File: src/mdc_consts.vh
`ifndef MDC_CONSTS_VH
`define MDC_CONSTS_VH

// ==========================================
// Register offsets
`define MDC_OFF_BRAKE_SHOCK 4'h2
`define MDC_OFF_STATE_CTRL 4'h3
`define MDC_OFF_SPIN_CFG 4'h4
`define MDC_OFF_PROT_CTRL 4'h5
`define MDC_OFF_CLK_WIN 4'h6
`define MDC_OFF_PHASE_CTRL 4'h7
`define MDC_OFF_GAIN 4'h8

// ==========================================
// Reset values
`define MDC_RST_BYTE 8'h00
`define MDC_RST_STATE_CTRL 8'h10

// ==========================================
// Field positions
`define MDC_BRAKE_LSB 4
`define MDC_SHK_TH_BIT 6
`define MDC_SHK_TYPE_BIT 7
`define MDC_ACT_LSB 4
`define MDC_CAL_BIT 7
`define MDC_LATCH_BIT 0
`define MDC_VNEG_BIT 1
`define MDC_TSD_BIT 2
`define MDC_MASK_LSB 3
`define MDC_INV_BIT 7
`define MDC_PRESCALE_BIT 0
`define MDC_ADC_LSB 1
`define MDC_WIN_LSB 3
`define MDC_COMP_BIT 5
`define MDC_STEP_BIT 6
`define MDC_LOAD_BIT 7

// ==========================================
// Timing
`define MDC_CLK_MHZ 200
`define MDC_BRAKE_BASE_US 300
`define MDC_BRAKE_STEP_US 100
`define MDC_BLANK_STEP_US 2
`define MDC_SAMPLES 48

`endif

File: src/mdc_clk_div.v
`timescale 1ns/1ps
`default_nettype none

// Pulse enables for spindle, supply and converter rates
module mdc_clk_div
(
    // Clock and reset
    input wire core_clk,
    input wire rst_n,
    // Selects
    input wire prescale,
    input wire [1:0] adc_sel,
    // Enables
    output reg spindle_en,
    output reg supply_en,
    output reg adc_en
);

    reg [2:0] cnt_q;

    always @(posedge core_clk or negedge rst_n)
    begin
        if (!rst_n)
            cnt_q <= 3'h0;
        else
            cnt_q <= cnt_q + 3'h1;
    end

    always @(posedge core_clk or negedge rst_n)
    begin
        if (!rst_n)
        begin
            spindle_en <= 1'b0;
            supply_en <= 1'b0;
            adc_en <= 1'b0;
        end
        else
        begin
            spindle_en <= prescale ? 1'b1 : (cnt_q[0] == 1'b1);
            supply_en <= prescale ? (cnt_q[1:0] == 2'h3) : (cnt_q == 3'h7);
            case (adc_sel)
                2'h0: adc_en <= 1'b0;
                2'h1: adc_en <= (cnt_q[1:0] == 2'h3);
                2'h2: adc_en <= cnt_q[0];
                default: adc_en <= 1'b1;
            endcase
        end
    end

endmodule
`default_nettype wire

File: src/mdc_ctrl_regs.v
`timescale 1ns/1ps
`default_nettype none
`include "mdc_consts.vh"

module mdc_ctrl_regs
#(
    parameter BRAKE_W = 17
)
(
    // Clock and reset
    input wire core_clk,
    input wire rst_n,
    // Register port
    input wire wr_en,
    input wire rd_en,
    input wire [3:0] addr,
    input wire [7:0] wr_data,
    output reg [7:0] rd_data,
    // Brake and shock
    input wire brake_start,
    input wire pwm_rise,
    input wire shock_raw,
    output reg brake_off_active,
    output reg shock_sensor_type,
    output reg shock_threshold_sel,
    output reg shock_flag,
    // Spindle state one-hot
    output reg [8:0] spindle_state_hot,
    // Actuator
    output reg [2:0] actuator_state_sel,
    output reg backemf_offset_cal,
    // Spindle drive
    output reg current_sense_blank,
    output reg [2:0] current_limit_sel,
    output reg [2:0] slew_rate_sel,
    // Protection
    output reg neg_reg_en,
    output reg thermal_shutdown_en,
    output reg serial_clock_invert,
    // Clocks
    output reg spindle_clk_en,
    output reg supply_comp_converter_en,
    output reg converter_clk_en,
    // Zero crossing and phase
    input wire sample_tick,
    output reg [3:0] zero_crossing_mask,
    output reg [4:0] zero_crossing_window,
    output reg [4:0] torque_phase_offset,
    output reg supply_comp_en,
    output reg [5:0] sample_pos,
    output reg [7:0] speed_loop_gain
);

    // ==========================================
    // Register storage
    reg [7:0] bs_q;
    reg [7:0] sc_q;
    reg [7:0] sd_q;
    reg [7:0] pc_q;
    reg [7:0] cw_q;
    reg [7:0] ph_q;
    reg [7:0] kv_q;
    reg [2:0] act_q;
    reg [1:0] unlatch_q;
    reg shock_hold_q;
    reg [5:0] pos_d;

    wire [2:0] act_wr = wr_data[`MDC_ACT_LSB+2:`MDC_ACT_LSB];
    wire wr_sc = wr_en && (addr == `MDC_OFF_STATE_CTRL);
    wire wr_ph = wr_en && (addr == `MDC_OFF_PHASE_CTRL);
    wire wr_pc = wr_en && (addr == `MDC_OFF_PROT_CTRL);
    // Edge seen against the stored bit, not a free-running sample
    wire step_rise = wr_ph && wr_data[`MDC_STEP_BIT] && !ph_q[`MDC_STEP_BIT];
    wire load_rise = wr_ph && wr_data[`MDC_LOAD_BIT] && !ph_q[`MDC_LOAD_BIT];

    always @(posedge core_clk or negedge rst_n)
    begin
        if (!rst_n)
        begin
            bs_q <= `MDC_RST_BYTE;
            sc_q <= `MDC_RST_STATE_CTRL;
            sd_q <= `MDC_RST_BYTE;
            pc_q <= `MDC_RST_BYTE;
            cw_q <= `MDC_RST_BYTE;
            ph_q <= `MDC_RST_BYTE;
            kv_q <= `MDC_RST_BYTE;
            act_q <= 3'h1;
        end
        else if (wr_en)
        begin
            case (addr)
                `MDC_OFF_BRAKE_SHOCK: bs_q <= wr_data;
                `MDC_OFF_STATE_CTRL: sc_q <= wr_data;
                `MDC_OFF_SPIN_CFG: sd_q <= wr_data;
                `MDC_OFF_PROT_CTRL: pc_q <= wr_data;
                `MDC_OFF_CLK_WIN: cw_q <= wr_data;
                `MDC_OFF_PHASE_CTRL: ph_q <= wr_data;
                `MDC_OFF_GAIN: kv_q <= wr_data;
                default: bs_q <= bs_q;
            endcase
            if (wr_sc && act_wr <= 3'h5)
                act_q <= act_wr;
        end
    end

    // ==========================================
    // Read back
    always @(posedge core_clk or negedge rst_n)
    begin
        if (!rst_n)
            rd_data <= 8'h00;
        else if (rd_en)
        begin
            case (addr)
                `MDC_OFF_BRAKE_SHOCK: rd_data <= bs_q;
                `MDC_OFF_STATE_CTRL: rd_data <= sc_q;
                `MDC_OFF_SPIN_CFG: rd_data <= sd_q;
                `MDC_OFF_PROT_CTRL: rd_data <= pc_q;
                `MDC_OFF_CLK_WIN: rd_data <= cw_q;
                `MDC_OFF_PHASE_CTRL: rd_data <= ph_q;
                `MDC_OFF_GAIN: rd_data <= kv_q;
                default: rd_data <= 8'h00;
            endcase
        end
    end

    // ==========================================
    // Shock latch
    // Clear needs the full one-zero-one sequence; a lone zero does not clear
    always @(posedge core_clk or negedge rst_n)
    begin
        if (!rst_n)
        begin
            unlatch_q <= 2'h0;
            shock_hold_q <= 1'b0;
            shock_flag <= 1'b0;
        end
        else
        begin
            if (wr_pc)
            begin
                if (pc_q[`MDC_LATCH_BIT] && !wr_data[`MDC_LATCH_BIT])
                    unlatch_q <= 2'h1;
                else if (unlatch_q == 2'h1 && wr_data[`MDC_LATCH_BIT])
                    unlatch_q <= 2'h2;
                else
                    unlatch_q <= unlatch_q;
            end
            else if (unlatch_q == 2'h2)
                unlatch_q <= 2'h0;
            // New shock wins over the clear
            if (shock_raw)
                shock_hold_q <= 1'b1;
            else if (unlatch_q == 2'h2)
                shock_hold_q <= 1'b0;
            shock_flag <= pc_q[`MDC_LATCH_BIT] ? (shock_hold_q | shock_raw) : shock_raw;
        end
    end

    // ==========================================
    // Sample position
    always @*
    begin
        pos_d = sample_pos;
        if (load_rise)
            pos_d = {1'b0, ph_q[4:0] & 5'h00} | {1'b0, wr_data[4:0]};
        else if (step_rise || sample_tick)
            pos_d = (sample_pos == 6'd47) ? 6'h00 : sample_pos + 6'h01;
    end

    always @(posedge core_clk or negedge rst_n)
    begin
        if (!rst_n)
            sample_pos <= 6'h00;
        else
            sample_pos <= pos_d;
    end

    // ==========================================
    // Field outputs
    always @(posedge core_clk or negedge rst_n)
    begin
        if (!rst_n)
        begin
            shock_sensor_type <= 1'b0;
            shock_threshold_sel <= 1'b0;
            spindle_state_hot <= 9'h001;
            actuator_state_sel <= 3'h1;
            backemf_offset_cal <= 1'b0;
            current_limit_sel <= 3'h0;
            slew_rate_sel <= 3'h0;
            neg_reg_en <= 1'b0;
            thermal_shutdown_en <= 1'b0;
            serial_clock_invert <= 1'b0;
            zero_crossing_mask <= 4'h0;
            zero_crossing_window <= 5'h00;
            torque_phase_offset <= 5'h00;
            supply_comp_en <= 1'b0;
            speed_loop_gain <= 8'h00;
        end
        else
        begin
            shock_sensor_type <= bs_q[`MDC_SHK_TYPE_BIT];
            shock_threshold_sel <= bs_q[`MDC_SHK_TH_BIT];
            // Codes above 1000 give no state
            spindle_state_hot <= (sc_q[3:0] <= 4'h8) ? (9'h001 << sc_q[3:0]) : 9'h000;
            actuator_state_sel <= act_q;
            backemf_offset_cal <= sc_q[`MDC_CAL_BIT];
            // Code 110 left as written; no threshold defined for it
            current_limit_sel <= sd_q[4:2];
            slew_rate_sel <= sd_q[7:5];
            neg_reg_en <= pc_q[`MDC_VNEG_BIT];
            thermal_shutdown_en <= pc_q[`MDC_TSD_BIT];
            serial_clock_invert <= pc_q[`MDC_INV_BIT];
            zero_crossing_mask <= pc_q[`MDC_MASK_LSB+3:`MDC_MASK_LSB];
            zero_crossing_window <= cw_q[`MDC_WIN_LSB+4:`MDC_WIN_LSB];
            torque_phase_offset <= ph_q[4:0];
            supply_comp_en <= ph_q[`MDC_COMP_BIT];
            speed_loop_gain <= kv_q;
        end
    end

    // ==========================================
    // Timers and clock enables
    localparam [BRAKE_W-1:0] BRAKE_BASE = `MDC_BRAKE_BASE_US * `MDC_CLK_MHZ;
    localparam [BRAKE_W-1:0] BRAKE_STEP = `MDC_BRAKE_STEP_US * `MDC_CLK_MHZ;
    localparam [10:0] BLANK_STEP = `MDC_BLANK_STEP_US * `MDC_CLK_MHZ;

    wire [BRAKE_W-1:0] brake_len = BRAKE_BASE +
        BRAKE_STEP * {{(BRAKE_W-2){1'b0}}, bs_q[`MDC_BRAKE_LSB+1:`MDC_BRAKE_LSB]};
    wire [10:0] blank_len = BLANK_STEP * {9'h000, sd_q[1:0]} + BLANK_STEP;
    wire brake_busy;
    wire blank_busy;
    wire sp_en;
    wire sup_en;
    wire adc_en;

    mdc_timer #(.W(BRAKE_W)) u_brake
    (
        .core_clk(core_clk),
        .rst_n(rst_n),
        .start(brake_start),
        .len(brake_len),
        .busy(brake_busy)
    );

    mdc_timer #(.W(11)) u_blank
    (
        .core_clk(core_clk),
        .rst_n(rst_n),
        .start(pwm_rise),
        .len(blank_len),
        .busy(blank_busy)
    );

    mdc_clk_div u_div
    (
        .core_clk(core_clk),
        .rst_n(rst_n),
        .prescale(cw_q[`MDC_PRESCALE_BIT]),
        .adc_sel(cw_q[`MDC_ADC_LSB+1:`MDC_ADC_LSB]),
        .spindle_en(sp_en),
        .supply_en(sup_en),
        .adc_en(adc_en)
    );

    always @(posedge core_clk or negedge rst_n)
    begin
        if (!rst_n)
        begin
            brake_off_active <= 1'b0;
            current_sense_blank <= 1'b0;
            spindle_clk_en <= 1'b0;
            supply_comp_converter_en <= 1'b0;
            converter_clk_en <= 1'b0;
        end
        else
        begin
            brake_off_active <= brake_busy;
            current_sense_blank <= blank_busy;
            spindle_clk_en <= sp_en;
            supply_comp_converter_en <= sup_en;
            converter_clk_en <= adc_en;
        end
    end

endmodule
`default_nettype wire

File: src/mdc_timer.v
`timescale 1ns/1ps
`default_nettype none

// One-shot window: high for len cycles after each start pulse
module mdc_timer
#(
    parameter W = 17
)
(
    // Clock and reset
    input wire core_clk,
    input wire rst_n,
    // Control
    input wire start,
    input wire [W-1:0] len,
    // Status
    output reg busy
);

    reg [W-1:0] cnt_q;

    always @(posedge core_clk or negedge rst_n)
    begin
        if (!rst_n)
        begin
            cnt_q <= {W{1'b0}};
            busy <= 1'b0;
        end
        else if (start)
        begin
            cnt_q <= len;
            busy <= (len != {W{1'b0}});
        end
        else if (cnt_q != {W{1'b0}})
        begin
            cnt_q <= cnt_q - {{(W-1){1'b0}}, 1'b1};
            busy <= (cnt_q != {{(W-1){1'b0}}, 1'b1});
        end
        else
            busy <= 1'b0;
    end

endmodule
`default_nettype wire
File: config.mk
export PLATFORM = sky130hd
export DESIGN_NAME = mdc_ctrl_regs
export DESIGN_NICKNAME = d
export VERILOG_FILES = /design/src/mdc_clk_div.v /design/src/mdc_ctrl_regs.v /design/src/mdc_timer.v
export VERILOG_INCLUDE_DIRS = /design/src
export SDC_FILE = /design/constraint.sdc
export NUM_CORES = 1
export LEC_CHECK = 0
export BUFFER_PORTS_ARGS = -buffer_cell sky130_fd_sc_hd__buf_2
export CORE_ASPECT_RATIO = 0.8
export CORE_MARGIN = 2
export CORE_UTILIZATION = 58
export CTS_CLUSTER_SIZE = 20
export DETAILED_ROUTE_END_ITERATION = 10
export PLACE_DENSITY_LB_ADDON = 0.12
export SKIP_LAST_GASP = 1
export SLEW_MARGIN = 10
export SYNTH_ARGS = -nofsm -noshare
export SYNTH_HDL_FRONTEND = slang
export SYNTH_SLANG_ARGS = --single-unit
export TNS_END_PERCENT = 10
File: constraint.sdc
create_clock -name core_clk -period 2.1 [get_ports core_clk]
set_input_delay 0.21 -clock core_clk [delete_from_list [all_inputs] [get_ports core_clk]]
set_output_delay 0.21 -clock core_clk [all_outputs]
set_load 0.005 [all_outputs]
==> impl_metrics.py, run 1 <==
metrics = {
    "critical_path": {
        "crit_path_top_delay_cell": "or4_4",
        "crit_chain": "or4_4 -> nor4_4 -> nor2_1 -> a22o_1",
        "critPathRequiredTime_ns": 2.41,
        "crit_buf_inv": 0,
        "worst_setup_path_end_kind": "flip-flop",
        "crit_arrival_ns": 2.19,
        "startpoint_type": "flip-flop",
        "worstSetupPathType": "reg -> reg",
        "r2r_cells": 4,
        "crit_cells": 4,
        "path_max_fanout": 6,
        "crit_family": "simple AND/OR/NAND/NOR gates",
        "cp_slowest_stage_delay_ns": 0.58,
    },
    "status": {
        "status": "completed",
    },
    "sta": {
        "max_slew_margin": 0.6609,
        "finalCritPeriodShare": 0.8953,
        "setup_tns_ns": 0,
        "finalHoldViolations": 0,
        "fmax_mhz": 531.9,
        "setup_viol": 0,
        "slew_viol_final": 0,
        "setup_slack_ns": 0.2198,
        "rsz0062_at_grt": "false",
        "skew_ns": 0.009213,
        "fin_crit_ns": 1.880,
        "tightestPinTransition_ns": 0.5081,
    },
    "logic_synthesis": {
        "ys_top_cells_by_area": "dfrtp_1 57%, mux2_2 8.6%, ha_1 3.6%",
        "synth_area_per_cell_um2": 12.19,
        "syn-num-nets": 618,
        "synth_cell_type_count": 57,
        "synth_ff_type": "dfrtp_1",
        "synth_cells": 578,
        "synth_edf_count": 0,
        "ys_seq_elements": 165,
        "post_synth_instance_area_um2": 7043,
        "async_flop_share": 1.000,
        "yosys.area.top_type_share": 0.5720,
        "yosysTopAreaCell": "dfrtp_1",
        "yosysSeqAreaShare": 0.5870,
        "ys_warn_count": 0,
    },
    "power_and_ir_drop": {
        "leakagePower_uw": 0.003884,
        "total_power_uw": 9581,
        "cellPowerDensity_nw_per_um2": 1147,
        "ir_drop_mv": 0.6996,
    },
    "floorplan": {
        "start_util": 0.6024,
        "core_area_um2": 11690,
        "dieArea_um2": 13050,
        "io_pins": 87,
        "die_x_um": 127.2,
        "rows": 35,
        "die_height_um": 102.6,
    },
    "hold_path": {
        "holdPathStages": 2,
        "hold_class": "in -> reg",
    },
    "drt": {
        "finalWirelength_mm": 16.15,
        "routedWlPerCell_um": 19.28,
        "vias": 4920,
        "viasPerCell": 5.871,
        "postRouteAntennaNets": 0,
        "drt-pass1-iter-count": 7,
        "drt-initial-drc-count": 407,
        "drcViolationCount": 0,
    },
    "layout": {
        "diodes": 0,
        "area_delta_synth_final_pct": 18.56,
        "drive_gt1_frac": 0.2899,
        "finalNonFillerCells": 838,
        "final_common_cell": "dfrtp_1",
        "fillers": 814,
        "layout.cells.most_common_list": "161 x dfrtp_1, 85 x buf_2, 54 x mux2_2",
        "final_nets": 718,
    },
    "global_route": {
        "grt_pass1_vias": 4699,
        "antenna_found_initial": 0,
        "grt_max_degree": 73,
        "grt_usage": 0.2574,
        "grt_overflow_total": 0,
        "grt_pass1_wl_mm": 25.41,
    },
    "placed_design": {
        "dp_slack_ns": 0.2178,
        "place_inst": 805,
        "gp_congestion": 0.9641,
        "port_buffers": 86,
        "hpwlAfterDp_mm": 11.06,
    },
    "run": {
        "max-cap-violations": 0,
    },
    "cts": {
        "path_clk_slew_ns": 0.07,
        "clk_latency_ns": 0.43,
        "cts_root_buffer": "clkbuf_16",
        "cts_tree": "yes",
        "htreeDepth": 4,
        "cts.repair.resized": 0,
        "cts_buffers": 17,
        "clk_path_buf_depth": 2,
        "clkSinkCount": 165,
    },
}
sequential cells by signal, summed over array words and instances, names as in the netlist, 5 cells and up:
register and cells:
pc_q 8, bs_q 8, spindle_state_hot 9, zero_crossing_window 5, sc_q 8, sample_pos 6
u_blank.cnt_q 11, cw_q 8, torque_phase_offset 5, sd_q 8, rd_data 8, speed_loop_gain 8
u_brake.cnt_q 17, kv_q 8, ph_q 8
cell families after synthesis:
| kind of cell | share of synthesized area |
|---|---|
| AO/OA/AOI/OAI | 0.09558 |
| buffers and inverters | 0.02469 |
| multiplexers | 0.1077 |
| flip-flops | 0.5870 |
| XOR/XNOR | 0.03482 |
| AND/OR/NAND/NOR | 0.1148 |
| adder cells (fa/ha/maj) | 0.03553 |
path summary, 6_finish.rpt:
kind,startpoint,end,slack (ns)
min in group asynchronous,rst_n,u_brake.cnt_q[6],0.28
max,u_blank.cnt_q[8],u_blank.cnt_q[9],0.22
max reg2reg,u_blank.cnt_q[8],u_blank.cnt_q[9],0.22
max in group asynchronous,rst_n,sc_q[5],1.10
min reg2reg,u_div.supply_en,supply_comp_converter_en,0.35
min,wr_data[1],ph_q[1],0.11
through the flow:
stage,utilization,cell area (um2),hold WS [ns]
after floorplan,-,7043,-0.08559
after global placement,0.6582,7696,0.1529
after detailed placement,0.6582,7696,0.1580
after CTS,0.7142,8351,0.1035
after global routing,0.7142,8351,0.1054
final,0.7142,8351,0.1091
what timing repair did:
item	in CTS	in global routing
endpoints found under the hold margin	41	0
setup buffers	0	0
hold buffers	2	0
cell usage after synthesis (2+ instances only):
cell      number
nand3b_1       3
and3b_1        2
a221o_1        2
inv_1         22
or2_2          2
a41oi_1        2
nand2b_1       9
and3_1         3
nor4_1         8
xor2_1        16
a221oi_1       4
a22oi_1        4
o22ai_1       15
nor3_1        15
dfstp_2        4
o31ai_1        4
nor2_2         2
a22o_1         7
or3_1          3
nor3b_1        3
nor2b_1        6
clkbuf_1      13
a21oi_1       14
nand4b_1       2
xnor2_1       12
o22a_1         2
buf_2          4
mux2_2        54
or4_4          2
ha_1          20
dfrtp_1      161
mux2i_1       15
o21ai_0       36
nand3_1       10
nor2_1        34
nor4_2         2
a31oi_1        4
a21o_1         4
nand2_1       35
power breakdown:
part,internal [uW],switching [uW]
clock network,2040,1320
registers,3870,635
logic,877,842
total,6780,2800
cell type report:
type,instances,area (um2),area share
flip-flops and latches,165,4134,0.4951
multi-input cells,371,2735,0.3275
repair buffers,101,579.3,0.06937
clock buffers,18,439.2,0.05259
clock inverters,13,195.2,0.02337
well taps,148,185.2,0.02218
inverters,22,82.58,0.009889
worst register-to-register path, delay by kind of cell (launching register included):
family	cells	cell delay, ns
AND/OR/NAND/NOR	3	1.12
flip-flops	1	0.40
AO/OA/AOI/OAI	1	0.25
routing by layer:
layer  vias up  part of all wire  track usage
li1       2256                 -            -
met1      2481              0.48       0.3887
met2       168              0.45       0.3871
met3        15             0.058      0.05293
met4         0             0.012      0.06932
met5         -                 0            0
Power figures use the tool's default switching activity.
==> run 2, diff against run 1 <==
--- a/config.mk
+++ b/config.mk
@@ -7,12 +7,15 @@
 export NUM_CORES = 1
 export LEC_CHECK = 0
 export BUFFER_PORTS_ARGS = -buffer_cell sky130_fd_sc_hd__buf_2
+export CAP_MARGIN = 30
+export CELL_PAD_IN_SITES_DETAIL_PLACEMENT = 0
+export CELL_PAD_IN_SITES_GLOBAL_PLACEMENT = 1
 export CORE_ASPECT_RATIO = 0.8
 export CORE_MARGIN = 2
-export CORE_UTILIZATION = 58
+export CORE_UTILIZATION = 47
 export CTS_CLUSTER_SIZE = 20
 export DETAILED_ROUTE_END_ITERATION = 10
-export PLACE_DENSITY_LB_ADDON = 0.12
+export PLACE_DENSITY_LB_ADDON = 0.05
 export SKIP_LAST_GASP = 1
 export SLEW_MARGIN = 10
 export SYNTH_ARGS = -nofsm -noshare
==> run 2 against run 1 <==
Compared with the run above:
- clock power decreased by 2%
- die area increased by 23%
- register-to-register slack got worse by 0.06 ns
- sequential power decreased by 0.9%
- clock skew decreased by 0.0029 ns
- global-route usage decreased by 4.2 points
- power decreased by 1.5%
- core utilization decreased by 13 points
- worst setup slack got worse by 0.057 ns
- combinational power about the same
- wire length decreased by 0.29%
- critical endpoint is now u_blank.cnt_q[7]
- highest routed layer unchanged
==> impl_metrics.py, run 2 (same netlist as run 1, synthesis figures left out) <==
metrics = {
    "status": {
        "status": "completed",
    },
    "drt": {
        "drt-initial-drc-count": 311,
        "viasPerCell": 5.514,
        "finalWirelength_mm": 16.11,
        "drcViolationCount": 0,
        "routedWlPerCell_um": 18.35,
        "postRouteAntennaNets": 0,
        "drt-pass1-iter-count": 5,
        "vias": 4841,
    },
    "floorplan": {
        "die_x_um": 140.9,
        "start_util": 0.4876,
        "rows": 39,
        "die_height_um": 113.5,
        "core_area_um2": 14440,
        "io_pins": 87,
        "dieArea_um2": 15990,
    },
    "layout": {
        "area_delta_synth_final_pct": 19.40,
        "layout.cells.most_common_list": "161 x dfrtp_1, 85 x buf_2, 54 x mux2_2",
        "finalNonFillerCells": 878,
        "largest_register": "u_brake.cnt_q",
        "top_regs": "u_brake.cnt_q (17), u_blank.cnt_q (11), spindle_state_hot (9)",
        "largest_reg_flops": 17,
        "final_common_cell": "dfrtp_1",
        "diodes": 0,
        "fin_area_um2": 8409,
        "final_nets": 721,
        "drive_gt1_frac": 0.2939,
    },
    "critical_path": {
        "startpoint_type": "flip-flop",
        "cp_slowest_stage_delay_ns": 0.59,
        "path_max_fanout": 6,
        "crit_buf_inv": 0,
        "crit_path_top_delay_cell": "or4_4",
        "critPathRequiredTime_ns": 2.39,
        "crit_family": "simple AND/OR/NAND/NOR gates",
        "worst_setup_path_end_kind": "flip-flop",
        "worstSetupPathType": "reg -> reg",
        "crit_chain": "or4_4 -> nor4_4 -> nor4_1 -> xnor2_1 -> mux2i_1",
        "crit_arrival_ns": 2.23,
    },
    "global_route": {
        "antenna_found_initial": 0,
        "grt_pass1_wl_mm": 26.16,
        "grt_overflow_total": 0,
        "grt_max_degree": 57,
        "grt_pass1_vias": 4735,
        "grt_usage": 0.2157,
    },
    "sta": {
        "setup_viol": 0,
        "slew_viol_final": 0,
        "rsz0062_at_grt": "false",
        "fmax_mhz": 516.3,
        "setup_tns_ns": 0,
        "tightestPinTransition_ns": 0.5785,
        "fin_crit_ns": 1.937,
        "max_slew_margin": 0.6136,
        "finalHoldViolations": 0,
        "finalCritPeriodShare": 0.9224,
        "skew_ns": 0.006352,
    },
    "cts": {
        "cts_buffers": 17,
        "cts.repair.resized": 0,
        "clk_latency_ns": 0.43,
        "postCtsSetupRepairBufs": 0,
        "clk_path_buf_depth": 2,
        "htreeDepth": 4,
        "cts_root_buffer": "clkbuf_16",
        "cts_tree": "yes",
        "clkSinkCount": 165,
        "holdBufCountCts": 2,
        "path_clk_slew_ns": 0.07,
    },
    "placed_design": {
        "place_inst": 844,
        "gp_congestion": 0.8563,
        "hpwlAfterDp_mm": 11.26,
        "postPlaceCellArea_um2": 7764,
        "port_buffers": 86,
    },
    "power_and_ir_drop": {
        "total_power_uw": 9441,
        "cellPowerDensity_nw_per_um2": 1123,
        "ir_drop_mv": 0.6531,
        "leakagePower_uw": 0.003902,
    },
    "hold_path": {
        "hold_class": "in -> reg",
    },
    "run": {
        "max-cap-violations": 0,
    },
}
==> run 2: cell count changes in the layout (fill, tap and decap cells not counted) <==
cell and delta:
inv_8 +2, bufinv_16 -1, clkinvlp_4 -2, clkinv_2 +1, clkinv_4 +1, buf_4 +3
==> run 2: power breakdown <==
part / total (uW) / switching (uW) / internal, uW
clock: 3280 / 1340 / 1940
sequential: 4460 / 593 / 3870
combinational: 1700 / 829 / 869
total: 9440 / 2760 / 6680
==> run 2: cell type report <==
class / count / area (um2)
Clock buffer: 18 / 439.2
Clock inverter: 14 / 186.4
Fill cell: 1215 / 6035
Inverter: 22 / 82.58
Multi-Input combinational cell: 371 / 2735
Sequential cell: 165 / 4134
Tap cell: 184 / 230.2
Timing Repair Buffer: 104 / 601.8
==> run 2: worst register-to-register path, cell delays in order, from the launching register on <==
cell and delay [ns]:
dfrtp_1 0.40, or4_4 0.59, nor4_4 0.40, nor4_1 0.14
xnor2_1 0.19, mux2i_1 0.09
==> run 2: path summary, 6_finish.rpt <==
path,depth (start not counted),startpoint,to,slack (ns)
worst min register to register,0,u_div.supply_en,supply_comp_converter_en,0.35
worst min-delay path,2,wr_data[1],pc_q[1],0.1
min in group asynchronous,2,rst_n,current_sense_blank,0.22
worst max-delay path,5,u_blank.cnt_q[8],u_blank.cnt_q[7],0.16
worst max register to register,5,u_blank.cnt_q[8],u_blank.cnt_q[7],0.16
max in group asynchronous,3,rst_n,spindle_state_hot[0],1.14
==> run 2: routing by layer <==
metal	up-vias	global-route usage	wire length, um
met2	127	0.3128	7051
met3	18	0.05584	760
li1	2272	-	-
met1	2424	0.3211	8091
met5	-	0	0
met4	0	0.06600	202
==> run 2: per-stage QoR <==
stage / worst slack [ns] / hold WS (ns) / utilization
2_1_floorplan: 0.3584 / -0.08559 / -
3_3_place_gp: 0.06492 / 0.09892 / 0.5375
3_5_place_dp: 0.04354 / 0.1051 / 0.5375
4_1_cts: 0.1335 / 0.08549 / 0.5822
5_1_grt: 0.03199 / 0.08480 / 0.5822
6_report: 0.1630 / 0.09789 / 0.5822
